[src/hw/ldfc_regs.svh]
// constants for the led function-control block: offsets, fields, resets, codes
`ifndef LDFC_REGS_SVH
`define LDFC_REGS_SVH

`define LDFC_SHIFT_W 49
`define LDFC_CH_N 48
`define LDFC_SHIFT_MSB 48
`define LDFC_CMD_MSB 47
`define LDFC_CMD_LSB 40
`define LDFC_WRITE_KEY 8'h96

`define LDFC_SL_MSB 25
`define LDFC_SL_LSB 24
`define LDFC_OT_MSB 28
`define LDFC_OT_LSB 26
`define LDFC_ST_MSB 30
`define LDFC_ST_LSB 29
`define LDFC_PS_MSB 32
`define LDFC_PS_LSB 31

`define LDFC_SL_RESET 2'h0
`define LDFC_OT_RESET 3'h0
`define LDFC_ST_RESET 2'h0
`define LDFC_PS_RESET 2'h3

`define LDFC_SL_OPEN 2'h1
`define LDFC_SL_SHORT 2'h2
`define LDFC_PS_NEVER 2'h0
`define LDFC_PS_CLOCK 2'h1
`define LDFC_PS_LATCH 2'h2
`define LDFC_PS_ALWAYS 2'h3

`define LDFC_OFF_STATUS 4'h0
`define LDFC_OFF_MASK 4'h4
`define LDFC_OFF_CONTROL 4'h8

`define LDFC_STAT_W 4
`define LDFC_STAT_SLEEP 0
`define LDFC_STAT_WAKE 1
`define LDFC_STAT_CONFIG 2
`define LDFC_STAT_LATCH 3

`endif

[src/hw/ldfc_pkg.sv]
// types shared by the led function-control block
package ldfc_pkg;
  typedef enum logic {ps_awake, ps_asleep} ldfc_ps_t;
  typedef logic [1:0] ldfc_mode_t;
endpackage : ldfc_pkg

[src/hw/ldfc_top.sv]
// led driver function control: serial capture, latches, power save, register slave
//
// How it works
// - status select 00 or 11: latch strobe copies no status into shift register.
// - status select 01: latch strobe loads open-circuit flags into shift register.
// - status select 10: latch strobe loads short-circuit flags into shift register.
// - open threshold 000..100 give levels 0..4; 101..111 give level 1.
// - short threshold 00 half, 01 seventy percent, 10 and 11 ninety percent.
// - power-save select 00: never sleep, whatever the on/off latch holds.
// - select 01: sleep on all-zero latch, wake on next shift-clock rising edge.
// - switching to 01 while asleep keeps sleeping until a later shift-clock edge.
// - select 10: sleep on all-zero latch, wake when non-zero data is latched.
// - switching to 10 while asleep keeps sleeping until non-zero data is latched.
// - power-save select resets to 11, power save enabled in every condition.
// - on/off latch changes only at the strobe ending an on/off write.
// - control fields change only on strobe with top bit set and key 96h.
// - control fields sit at bits 25:24, 28:26, 30:29 and 32:31.
// - blank high forces outputs off; low lets latched-on channels sink while awake.
`timescale 1ns/1ns
`include "ldfc_regs.svh"
module ldfc_top
  import ldfc_pkg::*;
(
  // clock and reset
  input wire logic clock_in,
  input wire logic rst_n_in,
  // serial link pins from the display controller
  input wire logic sclk_in,
  input wire logic serial_data_in,
  input wire logic latch_strobe_in,
  input wire logic blank_in,
  // per-channel detector flags
  input wire logic [`LDFC_CH_N-1:0] open_circuit_detect_in,
  input wire logic [`LDFC_CH_N-1:0] short_circuit_detect_in,
  // link and channel outputs
  output logic serial_data_out,
  output logic [`LDFC_CH_N-1:0] sink_output_channel_out,
  output logic [2:0] open_threshold_level_out,
  output logic [1:0] short_threshold_level_out,
  output logic power_save_state_out,
  // avalon-mm register slave
  input wire logic [3:0] avs_address_in,
  input wire logic avs_read_in,
  input wire logic avs_write_in,
  input wire logic [31:0] avs_writedata_in,
  input wire logic [3:0] avs_byteenable_in,
  output logic [31:0] avs_readdata_out,
  output logic avs_waitrequest_out,
  // interrupt
  output logic irq_out
);
  localparam int SYNC_W = 4 + 2 * `LDFC_CH_N;

  logic [SYNC_W-1:0] sync_bus;
  logic sclk_s;
  logic sin_s;
  logic latch_s;
  logic blank_s;
  logic [`LDFC_CH_N-1:0] open_s;
  logic [`LDFC_CH_N-1:0] short_s;

  ldfc_sync2 #(.WIDTH(SYNC_W)) u_sync (
    .clock_in(clock_in),
    .rst_n_in(rst_n_in),
    .async_in({sclk_in, serial_data_in, latch_strobe_in, blank_in,
               open_circuit_detect_in, short_circuit_detect_in}),
    .sync_out(sync_bus)
  );

  assign {sclk_s, sin_s, latch_s, blank_s, open_s, short_s} = sync_bus;

  // edge finding on the synchronised link clock and strobe
  logic sclk_d;
  logic latch_d;
  logic sclk_rise;
  logic latch_rise;
  assign sclk_rise = sclk_s && !sclk_d;
  assign latch_rise = latch_s && !latch_d;

  always_ff @(posedge clock_in or negedge rst_n_in)
  begin
    if (!rst_n_in)
    begin
      sclk_d <= 1'b0;
      latch_d <= 1'b0;
    end
    else
    begin
      sclk_d <= sclk_s;
      latch_d <= latch_s;
    end
  end

  // shift register, on/off latch and control fields
  logic [`LDFC_SHIFT_W-1:0] shreg;
  logic [`LDFC_SHIFT_W-1:0] next_shreg;
  logic [`LDFC_CH_N-1:0] onoff;
  logic [`LDFC_CH_N-1:0] next_onoff;
  ldfc_mode_t status_load_select;
  ldfc_mode_t next_status_load_select;
  logic [2:0] open_threshold_select;
  logic [2:0] next_open_threshold_select;
  ldfc_mode_t short_threshold_select;
  ldfc_mode_t next_short_threshold_select;
  ldfc_mode_t power_save_select;
  ldfc_mode_t next_power_save_select;
  logic onoff_write;
  logic config_write;
  logic onoff_zero;

  // top bit low means on/off data; top bit high plus key means control data
  assign onoff_write = latch_rise && !shreg[`LDFC_SHIFT_MSB];
  assign config_write = latch_rise && shreg[`LDFC_SHIFT_MSB] &&
    (shreg[`LDFC_CMD_MSB:`LDFC_CMD_LSB] == `LDFC_WRITE_KEY);
  assign onoff_zero = (shreg[`LDFC_CH_N-1:0] == '0);

  always_comb
  begin
    next_shreg = shreg;
    next_onoff = onoff;
    next_status_load_select = status_load_select;
    next_open_threshold_select = open_threshold_select;
    next_short_threshold_select = short_threshold_select;
    next_power_save_select = power_save_select;
    // a strobe wins over a coincident shift edge
    if (onoff_write)
    begin
      next_onoff = shreg[`LDFC_CH_N-1:0];
      unique case (status_load_select)
        `LDFC_SL_OPEN: next_shreg = {1'b0, open_s};
        `LDFC_SL_SHORT: next_shreg = {1'b0, short_s};
        default: next_shreg = shreg;
      endcase
    end
    else if (config_write)
    begin
      next_status_load_select = shreg[`LDFC_SL_MSB:`LDFC_SL_LSB];
      next_open_threshold_select = shreg[`LDFC_OT_MSB:`LDFC_OT_LSB];
      next_short_threshold_select = shreg[`LDFC_ST_MSB:`LDFC_ST_LSB];
      next_power_save_select = shreg[`LDFC_PS_MSB:`LDFC_PS_LSB];
    end
    else if (sclk_rise && !latch_rise)
    begin
      next_shreg = {shreg[`LDFC_SHIFT_W-2:0], sin_s};
    end
  end

  always_ff @(posedge clock_in or negedge rst_n_in)
  begin
    if (!rst_n_in)
    begin
      shreg <= '0;
      onoff <= '0;
      status_load_select <= `LDFC_SL_RESET;
      open_threshold_select <= `LDFC_OT_RESET;
      short_threshold_select <= `LDFC_ST_RESET;
      power_save_select <= `LDFC_PS_RESET;
    end
    else
    begin
      shreg <= next_shreg;
      onoff <= next_onoff;
      status_load_select <= next_status_load_select;
      open_threshold_select <= next_open_threshold_select;
      short_threshold_select <= next_short_threshold_select;
      power_save_select <= next_power_save_select;
    end
  end

  assign serial_data_out = shreg[`LDFC_SHIFT_MSB];

  // power-save state machine
  ldfc_ps_t power_save_state;
  ldfc_ps_t next_power_save_state;
  logic wake_event;
  logic sleep_event;

  always_comb
  begin
    next_power_save_state = power_save_state;
    unique case (power_save_state)
      ps_awake:
        if (onoff_write && onoff_zero && power_save_select != `LDFC_PS_NEVER)
          next_power_save_state = ps_asleep;
      ps_asleep:
        if (power_save_select == `LDFC_PS_NEVER)
          next_power_save_state = ps_awake;
        else if (onoff_write && !onoff_zero &&
                 (power_save_select == `LDFC_PS_LATCH ||
                  power_save_select == `LDFC_PS_ALWAYS))
          next_power_save_state = ps_awake;
        // the strobe that changes mode never doubles as the waking edge
        else if (sclk_rise && !latch_rise &&
                 (power_save_select == `LDFC_PS_CLOCK ||
                  power_save_select == `LDFC_PS_ALWAYS))
          next_power_save_state = ps_awake;
    endcase
  end

  always_ff @(posedge clock_in or negedge rst_n_in)
  begin
    if (!rst_n_in)
      power_save_state <= ps_awake;
    else
      power_save_state <= next_power_save_state;
  end

  assign sleep_event = (power_save_state == ps_awake) && (next_power_save_state == ps_asleep);
  assign wake_event = (power_save_state == ps_asleep) && (next_power_save_state == ps_awake);

  // registered outputs: sinks, decoded thresholds, sleep flag
  logic [`LDFC_CH_N-1:0] next_sink;
  logic [2:0] next_open_level;
  logic [1:0] next_short_level;

  always_comb
  begin
    // sleep overrides blank so a stray low blank cannot draw current
    if (power_save_state == ps_asleep || blank_s)
      next_sink = '0;
    else
      next_sink = onoff;
    if (open_threshold_select <= 3'h4)
      next_open_level = open_threshold_select;
    else
      next_open_level = 3'h1;
    if (short_threshold_select[1])
      next_short_level = 2'h2;
    else
      next_short_level = short_threshold_select;
  end

  always_ff @(posedge clock_in or negedge rst_n_in)
  begin
    if (!rst_n_in)
    begin
      sink_output_channel_out <= '0;
      open_threshold_level_out <= 3'h0;
      short_threshold_level_out <= 2'h0;
      power_save_state_out <= 1'b0;
    end
    else
    begin
      sink_output_channel_out <= next_sink;
      open_threshold_level_out <= next_open_level;
      short_threshold_level_out <= next_short_level;
      power_save_state_out <= (next_power_save_state == ps_asleep);
    end
  end

  // register slave with one wait state; interrupt status and mask
  logic [`LDFC_STAT_W-1:0] irq_status;
  logic [`LDFC_STAT_W-1:0] next_irq_status;
  logic [`LDFC_STAT_W-1:0] irq_mask;
  logic [`LDFC_STAT_W-1:0] next_irq_mask;
  logic [`LDFC_STAT_W-1:0] events;
  logic [`LDFC_STAT_W-1:0] clear_bits;
  logic [31:0] next_readdata;
  logic next_waitrequest;
  logic bus_commit;

  assign bus_commit = !avs_waitrequest_out;

  always_comb
  begin
    events = '0;
    events[`LDFC_STAT_SLEEP] = sleep_event;
    events[`LDFC_STAT_WAKE] = wake_event;
    events[`LDFC_STAT_CONFIG] = config_write;
    events[`LDFC_STAT_LATCH] = onoff_write;
    clear_bits = '0;
    next_irq_mask = irq_mask;
    if (bus_commit && avs_write_in && avs_byteenable_in[0])
    begin
      if (avs_address_in == `LDFC_OFF_STATUS)
        clear_bits = avs_writedata_in[`LDFC_STAT_W-1:0];
      if (avs_address_in == `LDFC_OFF_MASK)
        next_irq_mask = avs_writedata_in[`LDFC_STAT_W-1:0];
    end
    // a new event beats a clear in the same cycle
    next_irq_status = (irq_status & ~clear_bits) | events;
    next_waitrequest = !((avs_read_in || avs_write_in) && avs_waitrequest_out);
    next_readdata = avs_readdata_out;
    if (avs_read_in && avs_waitrequest_out)
    begin
      unique case (avs_address_in)
        `LDFC_OFF_STATUS: next_readdata = {28'h0, irq_status};
        `LDFC_OFF_MASK: next_readdata = {28'h0, irq_mask};
        `LDFC_OFF_CONTROL: next_readdata = {22'h0, power_save_state == ps_asleep,
          power_save_select, short_threshold_select, open_threshold_select,
          status_load_select};
        default: next_readdata = 32'h0;
      endcase
    end
  end

  always_ff @(posedge clock_in or negedge rst_n_in)
  begin
    if (!rst_n_in)
    begin
      irq_status <= '0;
      irq_mask <= '0;
      irq_out <= 1'b0;
      avs_readdata_out <= 32'h0;
      avs_waitrequest_out <= 1'b1;
    end
    else
    begin
      irq_status <= next_irq_status;
      irq_mask <= next_irq_mask;
      irq_out <= |(next_irq_status & next_irq_mask);
      avs_readdata_out <= next_readdata;
      avs_waitrequest_out <= next_waitrequest;
    end
  end
endmodule : ldfc_top

[src/hw/ldfc_sync2.sv]
// two-flop synchroniser for pins arriving from outside the clock domain
`timescale 1ns/1ns
module ldfc_sync2 #(
  parameter int WIDTH = 1
) (
  // clock and reset
  input wire logic clock_in,
  input wire logic rst_n_in,
  // asynchronous levels in, synchronised levels out
  input wire logic [WIDTH-1:0] async_in,
  output logic [WIDTH-1:0] sync_out
);
  logic [WIDTH-1:0] meta;
  logic [WIDTH-1:0] next_meta;
  logic [WIDTH-1:0] next_sync;

  // first stage feeds only the second stage
  always_comb
  begin
    next_meta = async_in;
    next_sync = meta;
  end

  always_ff @(posedge clock_in or negedge rst_n_in)
  begin
    if (!rst_n_in)
    begin
      meta <= '0;
      sync_out <= '0;
    end
    else
    begin
      meta <= next_meta;
      sync_out <= next_sync;
    end
  end
endmodule : ldfc_sync2

[config.mk]
export PLATFORM = sky130hd
export DESIGN_NAME = ldfc_top
export DESIGN_NICKNAME = d
export VERILOG_FILES = /design/src/hw/ldfc_pkg.sv /design/src/hw/ldfc_top.sv /design/src/hw/ldfc_sync2.sv
export VERILOG_INCLUDE_DIRS = /design/src /design/src/hw
export SDC_FILE = /design/constraint.sdc
export NUM_CORES = 1
export LEC_CHECK = 0
export BUFFER_PORTS_ARGS = -buffer_cell sky130_fd_sc_hd__clkbuf_2
export CAP_MARGIN = 30
export CORE_ASPECT_RATIO = 2
export CORE_MARGIN = 2
export CORE_UTILIZATION = 45
export DETAILED_ROUTE_END_ITERATION = 10
export GPL_TIMING_DRIVEN = 0
export PLACE_DENSITY = 0.67
export SLEW_MARGIN = 25
export SYNTH_ARGS = -nofsm -noshare
export SYNTH_HDL_FRONTEND = slang
export SYNTH_SLANG_ARGS = --single-unit
[constraint.sdc]
create_clock -name clock_in -period 4.1 [get_ports clock_in]
set_input_delay 0.82 -clock clock_in [delete_from_list [all_inputs] [get_ports clock_in]]
set_output_delay 0.82 -clock clock_in [all_outputs]
set_load 0.05 [all_outputs]
==> results of run 1 <==
## sequential cells by signal (all words and copies together) (netlist names), 2 cells and up
register	count
u_sync.meta	100
u_sync.sync_out	100
shreg	49
onoff	48
sink_output_channel_out	48
avs_readdata_out	10
irq_mask	4
irq_status	4
open_threshold_level_out	3
open_threshold_select	3
power_save_select	2
short_threshold_level_out	2
short_threshold_select	2
status_load_select	2
## final cells by class
| type | count | share of cell area |
|---|---|---|
| repair buffers | 183 | 0.0657 |
| well taps | 356 | 0.0288 |
| plain buffers | 63 | 0.0216 |
| flip-flops and latches | 382 | 0.619 |
| inverters | 4 | 0.000972 |
| clock buffers | 39 | 0.0547 |
| clock inverters | 15 | 0.0146 |
| multi-input cells | 471 | 0.195 |
## kinds of logic after synthesis
group / share of synthesized area
other: 0.000292
multiplexers: 0.0948
buffers and inverters: 0.0272
XOR/XNOR: 0.000682
AND/OR/NAND/NOR: 0.0810
flip-flops: 0.745
AO/OA/AOI/OAI: 0.0512
## worst min path at each step
stage	start	depth (start not counted)	slack (ns)	endpoint
6_report	rst_n_in	1	0.24	u_sync.meta[89]
5_1_grt	rst_n_in	1	0.27	u_sync.meta[89]
4_1_cts	rst_n_in	1	0.25	shreg[48]
3_5_place_dp	u_sync.meta[15]	0	0.33	u_sync.sync_out[15]
3_3_place_gp	u_sync.meta[24]	0	0.33	u_sync.sync_out[24]
2_1_floorplan	u_sync.meta[0]	0	0.33	u_sync.sync_out[0]
## per-layer routing
layer	GRT usage	up-vias
met1	0.196	3580
li1	-	3429
met4	0.0799	0
met5	0	-
met3	0.0258	49
met2	0.317	189
## worst register-to-register path, delay by kind of cell (launching register included)
family / cells / cell delay [ns]
AOI/OAI and AO/OA: 2 / 0.69
buffers and inverters: 2 / 0.95
and+or+nand+nor: 3 / 0.56
DFF: 1 / 0.38
## cells in the mapped netlist (2+ instances only)
| cell | instances |
|---|---|
| nor2_1 | 57 |
| nor2b_1 | 3 |
| inv_1 | 4 |
| dfstp_2 | 3 |
| mux2i_1 | 53 |
| o21ai_0 | 62 |
| or4_1 | 2 |
| and2_1 | 48 |
| nand2_1 | 71 |
| buf_2 | 6 |
| nand4_1 | 2 |
| clkbuf_1 | 32 |
| nand2b_1 | 2 |
| mux2_2 | 61 |
| nor4_1 | 12 |
| buf_1 | 2 |
| dfrtp_1 | 379 |
| a21oi_1 | 54 |
| buf_4 | 22 |
| nor3b_1 | 2 |
| nand3_1 | 2 |
## power groups by stage
stage	registers, mW	logic (mW)	clock network (mW)
5_1_grt	4.76	1.65	3.34
2_1_floorplan	5.06	0.643	0
4_1_cts	4.69	1.54	3.18
6_report	4.69	1.51	3.11
3_3_place_gp	4.74	1.49	0
3_5_place_dp	4.76	1.54	0
## stage by stage
step	cell area (µm²)	power (mW)
final	15500	9.31
after global routing	15500	9.75
after CTS	15400	9.41
after detailed placement	14400	6.30
after global placement	14300	6.23
after floorplan	12900	5.70
==> flow_metrics.tcl, run 1 <==
set metrics [dict create \
    status "complete, no violations" \
    wirelength_um 25200 \
    cts_buffers 30 \
    crit_fanout 10 \
    crit_start "latch_d" \
    endpoint "shreg[31]" \
    dr.pass1.iters 4 \
    area.growth.synth_to_final_pct 20.4 \
    instances_no_fill 1513 \
    crit_top_cell "clkbuf_1" \
    power_switching_mw 2.63 \
    cp.required_ns 4.57 \
    seq_area_um2 9560 \
    multi_input_area_um2 3010 \
    p_sw_frac 0.282 \
    track_usage 0.175 \
    worstPathCellList "nand2b_1, and3b_1, a21oi_1, clkbuf_1, clkbuf_1, nand2_1, o21ai_0" \
    r2r-end "shreg[31]" \
    dp.final_hpwl_um 18000 \
    hp-class "in2async" \
    p_leak_nw 7.38 \
    dpl_worst_slack_ns 1.14 \
    synth_top_cell_by_area "dfrtp_1" \
    via_per_inst 4.79 \
    clock_sinks 382 \
    slew_viol_final 0 \
    io_pins 233 \
    relSlewSlack 0.484 \
    fin_setup_tns_ns 0 \
    cts_hold_buf 0 \
    grt_max_degree 87 \
    place_inst 1458 \
    via_count 7247 \
    wl_met2_um 13900 \
    power_frac_clock 0.334 \
    grt_pass1_vias 7715 \
    timing.rr.start "latch_d" \
    antenna_found_initial 0 \
    ys_types 41 \
    finalHoldViolations 0 \
    wl_met1_um 9220 \
    cts_setup_buffers 0 \
    portBuffers 178 \
    fmax_mhz 375 \
    r2r_cells 7 \
    layout_setup_ws_ns 1.43 \
    synth_async_sr_flop_share 1.00 \
    top_layer_used "met4" \
    arrival_ns 3.13 \
    synth_area_per_cell_um2 14.3 \
    synth_area_um2 12800 \
    cp_num_buf_inv 2 \
    cpPeakStageDelay_ns 0.59 \
    slowest_stage "a21oi_1" \
    critPathTopFamily "buffers and inverters" \
    final_nets 1279 \
    r2r_slack_ns 1.43 \
    drc_errors 0 \
    clk_latency_ns 0.57 \
    synthCells 899 \
    antennaDiodeCount 0 \
    h-tree-depth 1 \
    tritoncts "built" \
    route.met3.wl_um 1050 \
    core-area_um2 28100 \
    worstMarginPinSlew_ns 0.768 \
    ir_drop_mv 0.407 \
    drtAntennaViolNets 0 \
    post_cts_resized 0 \
    gp_congestion 0.840 \
    layout_commonest_cell "dfrtp_1" \
    die_h_um 243 \
    first_iter_violations 358 \
    dieWidth_um 123 \
    criticalPathCategory "reg2reg" \
    min_period_over_period 0.651 \
    cts.clk_slew.worst_paths_ns 0.07 \
    cts-root-buf "clkbuf_16" \
    synth.yosys.seq_area_share 0.745 \
    clock_skew_ns 0.0231 \
    synth_area_leaders "dfrtp_1 74%, mux2_2 5.4%, mux2i_1 4.1%" \
    start_util 0.457 \
    synth_edf_count 0 \
    n_fill_cell 2351 \
    seqPwrFrac 0.503 \
    rsz0062_at_grt "false" \
    cap_violations 0 \
    grt_overflow 0 \
    grt_pass1_wl_um 40100 \
    synth_flop_cell "dfrtp_1" \
    cts_buffer_depth 3 \
    min_period_ns 2.67 \
    fin_hold_ws_ns 0.238 \
    p_per_area_nw_per_um2 603 \
    finalCoreUtilization 0.550 \
    p_comb_frac 0.163 \
    rows 87 \
    setup_viol 0 \
    drive_gt1_frac 0.287 \
    p_int_mw 6.69 \
    yosysWarnings 0 \
    cp.depth 7 \
    final_cell_mix "379 x dfrtp_1, 177 x clkbuf_2, 71 x nand2_1" \
    startpoint_type "flop" \
    wl_per_cell_um 16.6 \
    end_kind "flop" \
    die_area_um2 30000 \
    ys_ff_latch 382 \
    synth_top_area_frac 0.739 \
]
(Power assumes the default switching activity.)
==> run 2, diff against run 1 <==
Clock period 4.1 ns to 2.6 ns, I/O delays scaled along.
==> flow_metrics.tcl, run 2 (same netlist as run 1, synthesis figures left out) <==
set metrics [dict create \
    area.growth.synth_to_final_pct 20.5 \
    cts_buffers 30 \
    min_period_ns 2.36 \
    dpl_cell_area_um2 14400 \
    cts.clk_slew.worst_paths_ns 0.07 \
    dieWidth_um 123 \
    end_kind "flop" \
    layout_commonest_cell "dfrtp_1" \
    arrival_ns 2.80 \
    io_pins 233 \
    worstPathCellList "nor3b_4, clkbuf_1, buf_2, mux2_2" \
    cpPeakStageDelay_ns 0.53 \
    dp.final_hpwl_um 18000 \
    min_period_over_period 0.908 \
    first_iter_violations 359 \
    drtAntennaViolNets 0 \
    fmax_mhz 424 \
    reg_top3 "u_sync.meta (100), u_sync.sync_out (100), shreg (49)" \
    cts_setup_buffers 0 \
    ir_drop_mv 0.641 \
    cap_violations 0 \
    grt_pass1_vias 7719 \
    setup_viol 0 \
    cp.required_ns 3.04 \
    grt_pass1_wl_um 40200 \
    cts_buffer_depth 3 \
    p_comb_frac 0.163 \
    cts-root-buf "clkbuf_16" \
    startpoint_type "flop" \
    crit_fanout 10 \
    clk_latency_ns 0.57 \
    relSlewSlack 0.477 \
    criticalPathCategory "reg2reg" \
    p_sw_frac 0.282 \
    drc_errors 0 \
    die_h_um 243 \
    core-area_um2 28100 \
    h-tree-depth 1 \
    drive_gt1_frac 0.289 \
    power_switching_mw 4.14 \
    p_int_mw 10.5 \
    start_util 0.457 \
    finalCoreUtilization 0.551 \
    fin_setup_tns_ns 0 \
    hp-class "in2reg" \
    finalHoldViolations 0 \
    antennaDiodeCount 0 \
    gp_congestion 0.840 \
    antenna_found_initial 0 \
    power_frac_clock 0.334 \
    portBuffers 178 \
    via_per_inst 4.79 \
    p_per_area_nw_per_um2 949 \
    wirelength_um 25200 \
    wl_per_cell_um 16.6 \
    final_nets 1280 \
    cp_num_buf_inv 2 \
    rows 87 \
    fin_hold_ws_ns 0.0509 \
    p_leak_nw 7.39 \
    critPathTopFamily "buffers and inverters" \
    status "complete, no violations" \
    dr.pass1.iters 4 \
    grt_max_degree 87 \
    track_usage 0.175 \
    slowest_stage "clkbuf_1" \
    final_cell_mix "379 x dfrtp_1, 179 x clkbuf_2, 71 x nand2_1" \
    clock_sinks 382 \
    worstMarginPinSlew_ns 0.779 \
    slew_viol_final 0 \
    die_area_um2 30000 \
    grt_overflow 0 \
    final_area_um2 15500 \
    via_count 7251 \
    tritoncts "built" \
    clock_skew_ns 0.0238 \
    seqPwrFrac 0.503 \
    rsz0062_at_grt "false" \
]
run 2: cell types whose count changed in the layout (fill, tap and decap cells not counted), sizes merged:
| cell | previous run | this run |
|---|---|---|
| dlygate4sd3 | 0 | 1 |
run 2: final timing paths:
check / startpoint / to / slack, ns / cells after the start
max: shreg[48] / onoff[43] / 0.24 / 4
min reg2reg: u_sync.meta[88] / u_sync.sync_out[88] / 0.35 / 0
min: open_circuit_detect_in[3] / u_sync.meta[51] / 0.05 / 1
max in group asynchronous: rst_n_in / u_sync.sync_out[73] / 0.89 / 4
min in group asynchronous: rst_n_in / u_sync.meta[89] / 0.50 / 2
max reg2reg: shreg[48] / onoff[43] / 0.24 / 4
run 2: power groups by stage:
stage / logic, mW / clock network (mW) / registers [mW]
after detailed placement: 2.42 / 0 / 7.51
after CTS: 2.43 / 5.02 / 7.40
after floorplan: 1.01 / 0 / 7.98
after global routing: 2.61 / 5.27 / 7.51
after global placement: 2.35 / 0 / 7.48
final: 2.39 / 4.90 / 7.39
run 2: metal layers:
layer / share of wire / track usage / wire length, µm
met3: 0.044 / 0.0258 / 1100
met4: 0.041 / 0.0799 / 1040
met1: 0.36 / 0.196 / 9170
met2: 0.55 / 0.317 / 13900
met5: 0 / 0 / 0
run 2: layout make-up:
class,instances,area (µm²)
sequential,382,9560
clock buffer,39,846
buffer,63,337
inverter,4,15.0
timing repair buffer,184,1020
tap,356,445
fill,2350,12600
multi-input combinational,471,3020
clock inverter,15,225
run 2: timing repair:
| item | 4_1_cts | 5_1_grt |
|---|---|---|
| setup endpoints to repair | 40 | 47 |
| hold buffers | 1 | 0 |
| endpoints found under the hold margin | 63 | 0 |
| pin swaps | 0 | 0 |
| resized for setup | 1 | 5 |
run 2: stage by stage:
| stage | power (mW) | instances | worst slack [ns] |
|---|---|---|---|
| 3_5_place_dp | 9.93 | 1458 | -0.143 |
| 2_1_floorplan | 9.00 | 920 | 0.218 |
| 6_report | 14.7 | 1514 | 0.239 |
| 3_3_place_gp | 9.83 | 1454 | -6.79 |
| 5_1_grt | 15.4 | 1514 | 0.0910 |
| 4_1_cts | 14.8 | 1513 | 0.0417 |
